`config.mk`:
```
export PLATFORM = sky130hd
export DESIGN_NAME = mcs_top
export DESIGN_NICKNAME = d
export VERILOG_FILES = /design/src/shared/mcs_pkg.sv /design/src/mcs_top.sv
export SDC_FILE = /design/constraint.sdc
export NUM_CORES = 1
export LEC_CHECK = 0
export CORE_MARGIN = 8
export CORE_UTILIZATION = 54
export DETAILED_ROUTE_END_ITERATION = 7
export DONT_BUFFER_PORTS = 1
export PLACE_DENSITY = 0.66
export SYNTH_ARGS = -nofsm -noshare
export SYNTH_HDL_FRONTEND = slang
export SYNTH_SLANG_ARGS = --single-unit
```
`constraint.sdc`:
```
create_clock -name pclk -period 8.65 [get_ports pclk]
set_input_delay 1.2975 -clock pclk [delete_from_list [all_inputs] [get_ports pclk]]
set_output_delay 1.2975 -clock pclk [all_outputs]
set_load 0.005 [all_outputs]
```
`src/shared/mcs_pkg.sv`:
```
// Constants and types of the motion card supervisor
package mcs_pkg;
	////////////////////////////////////////////////////////////////////////
	// Register byte offsets
	localparam logic [7:0] ADDR_CTRL = 8'h00;
	localparam logic [7:0] ADDR_TIMEOUT = 8'h04;
	localparam logic [7:0] ADDR_STATUS = 8'h08;
	localparam logic [7:0] ADDR_INPUTS = 8'h0C;
	localparam logic [7:0] ADDR_INPUTS_N = 8'h10;
	localparam logic [7:0] ADDR_NODES = 8'h14;
	////////////////////////////////////////////////////////////////////////
	// Control bits
	localparam int CTRL_WD_EN = 0;
	localparam int CTRL_PWR_REQ = 1;
	localparam int CTRL_APP_RUN = 2;
	localparam int CTRL_RESCAN = 3;
	localparam int CTRL_CLR_BUS_ERR = 4;
	// Status bits
	localparam int ST_WD_EXP = 0;
	localparam int ST_PWR_FAULT = 1;
	localparam int ST_PWR_EN = 2;
	localparam int ST_BUS_ERR = 3;
	localparam int ST_SCAN_INIT = 4;
	// Input register fields
	localparam int IN_LOWER_LSB = 0;
	localparam int IN_UPPER_LSB = 6;
	localparam int IN_REF_LSB = 12;
	localparam int IN_ESTOP_LSB = 18;
	localparam int IN_WIDTH = 20;
	// Node register fields
	localparam int NODE_PRESENT_LSB = 0;
	localparam int NODE_DROPPED_LSB = 16;
	////////////////////////////////////////////////////////////////////////
	// Sizes and reset values
	localparam int NUM_JOINTS = 6;
	localparam int NUM_ESTOP = 2;
	localparam int NUM_PWR = 7;
	localparam int NUM_NODES = 16;
	localparam int NODE_AW = 4;
	localparam logic [1:0] MISS_LIMIT = 2'h3;
	localparam logic [31:0] TIMEOUT_RESET = 32'h000F_4240;
	////////////////////////////////////////////////////////////////////////
	// Timing
	localparam int unsigned CLK_MHZ = 200;
	localparam int unsigned BLINK_HALF_MS = 250;
	localparam int unsigned BLINK_HALF_CYCLES = BLINK_HALF_MS * CLK_MHZ * 1000;
	localparam int unsigned POLL_US = 50;
	localparam int unsigned POLL_CYCLES = POLL_US * CLK_MHZ;
	////////////////////////////////////////////////////////////////////////
	typedef enum logic {MCS_SCAN_INIT, MCS_SCAN_RUN} mcs_scan_t;
endpackage

```
`src/mcs_top.sv`:
```
// Watchdog, switch sampling, indicators and expander supervision
`timescale 1ns/1ps
// Overview of operation
// - Reading the input register restarts the watchdog count.
// - Watchdog expiry forces all power-enable outputs low in hardware.
// - Status register shows a bit set once the watchdog expired.
// - Writable watchdog enable; while clear it never expires.
// - Writable timeout: longest interval between two input reads.
// - Six joints: lower, upper, reference switches read true and inverted.
// - Two emergency-stop inputs read true and inverted.
// - CAN light blinks on traffic, lit on full buffer, else dark.
// - RS485 light blinks in init, lit all good, dark on drop.
// - Host activity light blinks while host application runs.
// - Boot light lit once card finished booting.
// - Error light dark, blinks on bus error, lit on expiry.
// - Every answering expander node is recognised automatically.
// - Node that stops answering is dropped from the active set.
// - Nodes carry unique four-bit addresses, polled by that value.
// - Power enable only with request, no expiry, no power fault.
module mcs_top
	import mcs_pkg::*;
#(
	parameter int unsigned BLINK_HALF = BLINK_HALF_CYCLES,
	parameter int unsigned POLL_PERIOD = POLL_CYCLES
) (
	input wire logic pclk,
	input wire logic presetn,
	input wire logic ce,
	input wire logic psel,
	input wire logic penable,
	input wire logic pwrite,
	input wire logic [7:0] paddr,
	input wire logic [31:0] pwdata,
	output logic [31:0] prdata,
	output logic pready,
	output logic pslverr,
	input wire logic [NUM_JOINTS-1:0] joint_lower_limit,
	input wire logic [NUM_JOINTS-1:0] joint_upper_limit,
	input wire logic [NUM_JOINTS-1:0] joint_reference_switch,
	input wire logic [NUM_ESTOP-1:0] estop_in,
	input wire logic power_fault,
	output logic [NUM_PWR-1:0] power_enable,
	input wire logic can_frame,
	input wire logic can_buffer_full,
	input wire logic host_bus_error,
	input wire logic node_answer,
	input wire logic [NODE_AW-1:0] node_answer_addr,
	output logic node_poll,
	output logic [NODE_AW-1:0] node_poll_addr,
	output logic led_can,
	output logic led_rs485,
	output logic host_activity_indicator,
	output logic led_boot,
	output logic led_error
);
	////////////////////////////////////////////////////////////////////////
	// Bus slave and registers
	logic wd_en, pwr_req, app_run, bus_err, pf_smp;
	logic [31:0] timeout, rd_val;
	logic [IN_WIDTH-1:0] in_smp;
	logic next_wd_en, next_pwr_req, next_app_run, next_bus_err;
	logic next_pready, next_pslverr, addr_hit;
	logic [31:0] next_timeout, next_prdata;
	logic setup, access, wr_ctrl, cfg_wr, refresh;
	logic wd_exp, next_wd_exp, wd_set;
	logic [31:0] wd_cnt, next_wd_cnt;
	logic [NUM_PWR-1:0] next_pwr;
	mcs_scan_t scan_st, next_scan_st;
	logic [NUM_NODES-1:0] present, dropped, next_present, next_dropped;
	logic [1:0] miss [NUM_NODES];
	logic [1:0] next_miss [NUM_NODES];
	logic [31:0] poll_tmr, next_poll_tmr;
	logic [NODE_AW-1:0] next_poll_addr;
	logic answered, next_answered, next_node_poll, tick, hit, rescan;

	assign setup = psel && !penable;
	assign access = psel && penable && pready;
	assign wr_ctrl = access && pwrite && paddr == ADDR_CTRL;
	assign cfg_wr = access && pwrite &&
		(paddr == ADDR_CTRL || paddr == ADDR_TIMEOUT);
	assign refresh = access && !pwrite && paddr == ADDR_INPUTS;
	assign rescan = wr_ctrl && pwdata[CTRL_RESCAN];

	always_comb begin
		rd_val = 32'h0000_0000;
		addr_hit = 1'b1;
		case (paddr)
			ADDR_CTRL: begin
				rd_val[CTRL_WD_EN] = wd_en;
				rd_val[CTRL_PWR_REQ] = pwr_req;
				rd_val[CTRL_APP_RUN] = app_run;
			end
			ADDR_TIMEOUT: rd_val = timeout;
			ADDR_STATUS: begin
				rd_val[ST_WD_EXP] = wd_exp;
				rd_val[ST_PWR_FAULT] = pf_smp;
				rd_val[ST_PWR_EN] = power_enable[0];
				rd_val[ST_BUS_ERR] = bus_err;
				rd_val[ST_SCAN_INIT] = scan_st == MCS_SCAN_INIT;
			end
			ADDR_INPUTS: rd_val[IN_WIDTH-1:0] = in_smp;
			ADDR_INPUTS_N: rd_val[IN_WIDTH-1:0] = ~in_smp;
			ADDR_NODES: rd_val = {dropped, present};
			default: addr_hit = 1'b0;
		endcase
		next_pready = setup;
		next_pslverr = setup && !addr_hit;
		next_prdata = (setup && !pwrite) ? rd_val : prdata;
		next_wd_en = wd_en;
		next_pwr_req = pwr_req;
		next_app_run = app_run;
		next_timeout = timeout;
		if (wr_ctrl) begin
			next_wd_en = pwdata[CTRL_WD_EN];
			next_pwr_req = pwdata[CTRL_PWR_REQ];
			next_app_run = pwdata[CTRL_APP_RUN];
		end
		if (access && pwrite && paddr == ADDR_TIMEOUT) begin
			next_timeout = pwdata;
		end
		next_bus_err = host_bus_error ||
			(bus_err && !(wr_ctrl && pwdata[CTRL_CLR_BUS_ERR]));
	end

	always_ff @(posedge pclk or negedge presetn) begin
		if (!presetn) begin
			prdata <= 32'h0000_0000;
			pready <= 1'b0;
			pslverr <= 1'b0;
			wd_en <= 1'b0;
			pwr_req <= 1'b0;
			app_run <= 1'b0;
			timeout <= TIMEOUT_RESET;
			bus_err <= 1'b0;
			in_smp <= '0;
			pf_smp <= 1'b0;
		end else if (ce) begin
			prdata <= next_prdata;
			pready <= next_pready;
			pslverr <= next_pslverr;
			wd_en <= next_wd_en;
			pwr_req <= next_pwr_req;
			app_run <= next_app_run;
			timeout <= next_timeout;
			bus_err <= next_bus_err;
			in_smp <= {estop_in, joint_reference_switch, joint_upper_limit,
				joint_lower_limit};
			pf_smp <= power_fault;
		end
	end

	////////////////////////////////////////////////////////////////////////
	// Watchdog and power enables
	assign wd_set = wd_en && next_wd_en && !refresh && wd_cnt > timeout;

	always_comb begin
		if (!wd_en || refresh || cfg_wr) begin
			next_wd_cnt = 32'h0000_0000;
		end else if (wd_cnt != 32'hFFFF_FFFF) begin
			next_wd_cnt = wd_cnt + 32'h0000_0001;
		end else begin
			next_wd_cnt = wd_cnt;
		end
		next_wd_exp = wd_set || (wd_exp && !cfg_wr);
		next_pwr = {NUM_PWR{pwr_req && !next_wd_exp && !pf_smp}};
	end

	always_ff @(posedge pclk or negedge presetn) begin
		if (!presetn) begin
			wd_cnt <= 32'h0000_0000;
			wd_exp <= 1'b0;
			power_enable <= '0;
		end else if (ce) begin
			wd_cnt <= next_wd_cnt;
			wd_exp <= next_wd_exp;
			power_enable <= next_pwr;
		end
	end

	////////////////////////////////////////////////////////////////////////
	// Expander node scan
	assign tick = poll_tmr == POLL_PERIOD - 1;
	assign hit = answered ||
		(node_answer && node_answer_addr == node_poll_addr);

	always_comb begin
		next_poll_tmr = tick ? 32'h0000_0000 : poll_tmr + 32'h0000_0001;
		next_poll_addr = node_poll_addr;
		next_answered = hit;
		next_node_poll = 1'b0;
		next_present = present;
		next_dropped = dropped;
		next_miss = miss;
		next_scan_st = scan_st;
		if (tick) begin
			next_answered = 1'b0;
			next_node_poll = 1'b1;
			next_poll_addr = node_poll_addr + 4'h1;
			if (hit) begin
				next_present[node_poll_addr] = 1'b1;
				next_dropped[node_poll_addr] = 1'b0;
				next_miss[node_poll_addr] = 2'h0;
			end else if (present[node_poll_addr]) begin
				if (miss[node_poll_addr] == MISS_LIMIT - 2'h1) begin
					next_present[node_poll_addr] = 1'b0;
					next_dropped[node_poll_addr] = 1'b1;
					next_miss[node_poll_addr] = 2'h0;
				end else begin
					next_miss[node_poll_addr] = miss[node_poll_addr] + 2'h1;
				end
			end
			if (node_poll_addr == 4'hF) begin
				next_scan_st = MCS_SCAN_RUN;
			end
		end
		if (rescan) begin
			next_scan_st = MCS_SCAN_INIT;
			next_present = '0;
			next_dropped = '0;
			next_poll_addr = 4'h0;
			next_poll_tmr = 32'h0000_0000;
			next_answered = 1'b0;
			for (int i = 0; i < NUM_NODES; i++) begin
				next_miss[i] = 2'h0;
			end
		end
	end

	always_ff @(posedge pclk or negedge presetn) begin
		if (!presetn) begin
			scan_st <= MCS_SCAN_INIT;
			present <= '0;
			dropped <= '0;
			poll_tmr <= 32'h0000_0000;
			node_poll_addr <= 4'h0;
			answered <= 1'b0;
			node_poll <= 1'b0;
			for (int i = 0; i < NUM_NODES; i++) begin
				miss[i] <= 2'h0;
			end
		end else if (ce) begin
			scan_st <= next_scan_st;
			present <= next_present;
			dropped <= next_dropped;
			poll_tmr <= next_poll_tmr;
			node_poll_addr <= next_poll_addr;
			answered <= next_answered;
			node_poll <= next_node_poll;
			miss <= next_miss;
		end
	end

	////////////////////////////////////////////////////////////////////////
	// Indicators
	logic [31:0] blink_cnt, next_blink_cnt;
	logic blink, next_blink, can_seen, next_can_seen, can_act, next_can_act;
	logic next_led_can, next_led_rs485, next_led_host, next_led_error;

	always_comb begin
		next_blink_cnt = blink_cnt + 32'h0000_0001;
		next_blink = blink;
		next_can_seen = can_seen || can_frame;
		next_can_act = can_act;
		if (blink_cnt == BLINK_HALF - 1) begin
			next_blink_cnt = 32'h0000_0000;
			next_blink = !blink;
			next_can_act = can_seen || can_frame;
			next_can_seen = 1'b0;
		end
		next_led_can = can_buffer_full || (can_act && blink);
		case (scan_st)
			MCS_SCAN_INIT: next_led_rs485 = blink;
			MCS_SCAN_RUN: next_led_rs485 = ~|dropped;
			default: next_led_rs485 = 1'b0;
		endcase
		next_led_host = app_run && blink;
		next_led_error = wd_exp || (bus_err && blink);
	end

	always_ff @(posedge pclk or negedge presetn) begin
		if (!presetn) begin
			blink_cnt <= 32'h0000_0000;
			blink <= 1'b0;
			can_seen <= 1'b0;
			can_act <= 1'b0;
			led_can <= 1'b0;
			led_rs485 <= 1'b0;
			host_activity_indicator <= 1'b0;
			led_boot <= 1'b0;
			led_error <= 1'b0;
		end else if (ce) begin
			blink_cnt <= next_blink_cnt;
			blink <= next_blink;
			can_seen <= next_can_seen;
			can_act <= next_can_act;
			led_can <= next_led_can;
			led_rs485 <= next_led_rs485;
			host_activity_indicator <= next_led_host;
			led_boot <= 1'b1;
			led_error <= next_led_error;
		end
	end
endmodule

```
==> flow_metrics.env <==
export IMPL_portBuffers=0
export IMPL_synth_warnings=0
export IMPL_globalRouteMet1Util=0.324
export IMPL_clock_skew_ns=0.00950
export IMPL_tightest_slew_ns=1.18
export IMPL_final_cell_mix="261 x dfrtp_1, 171 x o21ai_0, 139 x nor2_1, 133 x nand2_1"
export IMPL_cts_resized=0
export IMPL_core_area_um2=25000
export IMPL_hold_ws_ns=0.437
export IMPL_first_global_vias=10600
export IMPL_status="finished clean"
export IMPL_crit_path_cell_trace="nor4_2 -> and3b_1 -> and2_1 -> and3_2 -> mux2_2"
export IMPL_final_setup_viol_count=0
export IMPL_use_met2=0.372
export IMPL_crit_required_ns=9.09
export IMPL_drive_above_1_share=0.0927
export IMPL_ant_nets=0
export IMPL_async_flop_share=1.00
export IMPL_wirelength_mm=37.1
export IMPL_layout_commonest_cell="dfrtp_1"
export IMPL_core_rowCount=58
export IMPL_syn_avg_cell_area_um2=9.74
export IMPL_worstSetupEndpointType="flop"
export IMPL_clock_sinks=268
export IMPL_gp_congestion=0.859
export IMPL_fill_cells=2165
export IMPL_grt_max_degree=269
export IMPL_drtIter0Drc=1125
export IMPL_top_usage_layer="met2"
export IMPL_syn_nets=1522
export IMPL_die_w_um=175
export IMPL_cts_htree_levels=1
export IMPL_dp_hpwl_mm=25.9
export IMPL_drc=0
export IMPL_timing_fmax_mhz=254
export IMPL_synth_main_ff_cell="dfrtp_1"
export IMPL_antenna_found_initial=4
export IMPL_placed_area_um2=13900
export IMPL_grt_first_pass_wirelength_mm=59.6
export IMPL_start_util=0.547
export IMPL_grt_usage=0.241
export IMPL_multi_input_area_um2=6440
export IMPL_wl_per_cell_um=21.6
export IMPL_fin_area_um2=14800
export IMPL_ir_drop_uv=131
export IMPL_via_count=10600
export IMPL_area_delta_synth_final_pct=8.34
export IMPL_hold_class="primary input to async pin"
export IMPL_dieHeight_um=175
export IMPL_vias_per_cell=6.16
export IMPL_drv_slew=0
export IMPL_cts_tree="yes"
export IMPL_syn_cell_area_um2=13700
export IMPL_synth_edf_count=0
export IMPL_fin_setup_tns_ns=0
export IMPL_synth_distinct_cells=65
export IMPL_syn_inst=1407
export IMPL_gr_total_overflow=0
export IMPL_root_buffer="clkbuf_16"
export IMPL_clk_latency_ns=0.56
export IMPL_dieArea_um2=30700
export IMPL_crit_arrival_ns=4.38
export IMPL_startpoint_type="primary input"
export IMPL_ys_seq_area_frac=0.490
export IMPL_cap_violations=0
export IMPL_p_leak_nw=6.41
export IMPL_cts_made_buffers=30
export IMPL_nets=1483
export IMPL_pin_count=126
export IMPL_register_area_um2=6720
export IMPL_critPathMaxStageDelay_ns=1.02
export IMPL_critPathKind="primary input to flop"
export IMPL_timing_final_crit_period_ns=3.94
export IMPL_post_cts_buffers=0
export IMPL_clockBufferDepth=3
export IMPL_grt_use_met3=0.0567
export IMPL_finalHoldViolations=0
export IMPL_maxSlewHeadroom=0.216
export IMPL_power_density_nw_per_um2=189
export IMPL_rsz0062_at_grt="no"
export IMPL_synth_seq_cells=268
export IMPL_cp_max_fo=63
export IMPL_dr_pass1_iters=6
export IMPL_cpMaxStageDelayCell="and3_2"
export IMPL_path_clk_slew_ns=0.06
export IMPL_hold_buffers=0
export IMPL_period_share=0.455
[sequential cells by signal, indices dropped and copies added, names as in the netlist, 4 cells and up]
signal and flops:
dropped 16, poll_tmr 32, blink_cnt 32, present 16
timeout 32, prdata 32, node_poll_addr 4, wd_cnt 32
miss 32, in_smp 20
[where the power goes]
group | switching (W) | internal (W)
clock | 0.000507 | 0.000761
sequential | 0.0000638 | 0.00131
combinational | 0.0000912 | 0.0000724
[final timing paths]
check                                            endpoint                           from  slack [ns]  depth (start not counted)
worst max-delay path               timeout[0]$_DFFE_PN0P_                       paddr[5]        4.71                          5
worst min-delay path             poll_tmr[17]$_DFFE_PN0P_                        presetn        0.44                          0
worst max register to register        miss[4]$_DFFE_PN0P_  node_poll_addr[1]$_DFFE_PN0P_        5.22                          5
worst min register to register  blink_cnt[31]$_DFFE_PN0P_      blink_cnt[31]$_DFFE_PN0P_        0.48                          1
max in group asynchronous         timeout[16]$_DFFE_PN1P_                        presetn        7.75                          0
min in group pclk               blink_cnt[31]$_DFFE_PN0P_      blink_cnt[31]$_DFFE_PN0P_        0.48                          1
[area by class of cell]
class	count	share of cell area
antenna	2	0.000337
clock buffer	50	0.0631
inverter	58	0.0147
multi-input combinational	1001	0.434
timing repair buffer	9	0.00455
clock inverter	5	0.00354
tap	330	0.0278
sequential	268	0.452
[kinds of logic (layout without fill, tap and decap cells)]
logic type,Yosys count,count (layout),synth area share
adder cells (fa/ha/maj),40,40,0.0365
buffers and inverters,138,122,0.0415
other,0,2,0
flip-flops,268,268,0.490
multiplexers,43,43,0.0465
AO/OA/AOI/OAI,338,338,0.154
AND/OR/NAND/NOR,491,491,0.175
XOR/XNOR,89,89,0.0569
[critical path, delay by kind of cell]
family	cells	cell delay, ns
mux	1	0.41
simple gates	4	2.65
[synth_stat cells (all sizes together), types with 2 or more instances]
cell    count  area, um^2
a211oi      2        15.0
a21o       10        75.1
a21oi      45         225
a221o       3        30.0
a221oi     14         123
a222oi     15         150
a22o        6        52.6
a22oi       3        22.5
and2        5        31.3
and3       10        62.6
and4       17         149
buf        28         155
clkbuf     52         196
dfrtp     261        6530
dfstp       7         184
ha         40         500
inv        58         218
mux2       25         282
mux2i       4        40.0
mux4       14         315
nand2     134         505
nand2b      2        12.5
nand3      48         240
nand4      34         213
nor2      139         522
nor2b      13        81.3
nor3       33         180
nor3b       2        15.0
nor4       27         181
nor4b       6        52.6
o211ai      3        22.5
o21a        4        30.0
o21ai     188         978
o22ai       2        12.5
o311ai      2        25.0
o31ai      33         248
or2         4        25.0
or3         9        56.3
or4         4        30.0
xnor2      58         508
xor2       31         272
[per-stage QoR]
step,power (W),instances,util,worst slack [ns]
global placement,0.00156,1666,0.553,4.28
finish,0.00281,1723,0.593,4.71
detailed placement,0.00156,1666,0.553,4.19
floorplan,0.00152,1407,-,5.42
global route,0.00291,1723,0.593,4.52
CTS,0.00283,1721,0.593,4.76
[per-layer routing]
layer	share of wire	wire, um
met1	0.42	15700
met2	0.46	16900
met4	0.042	1570
met5	0.00073	27
met3	0.079	2920
No activity file was read; power rests on OpenSTA's default activity.
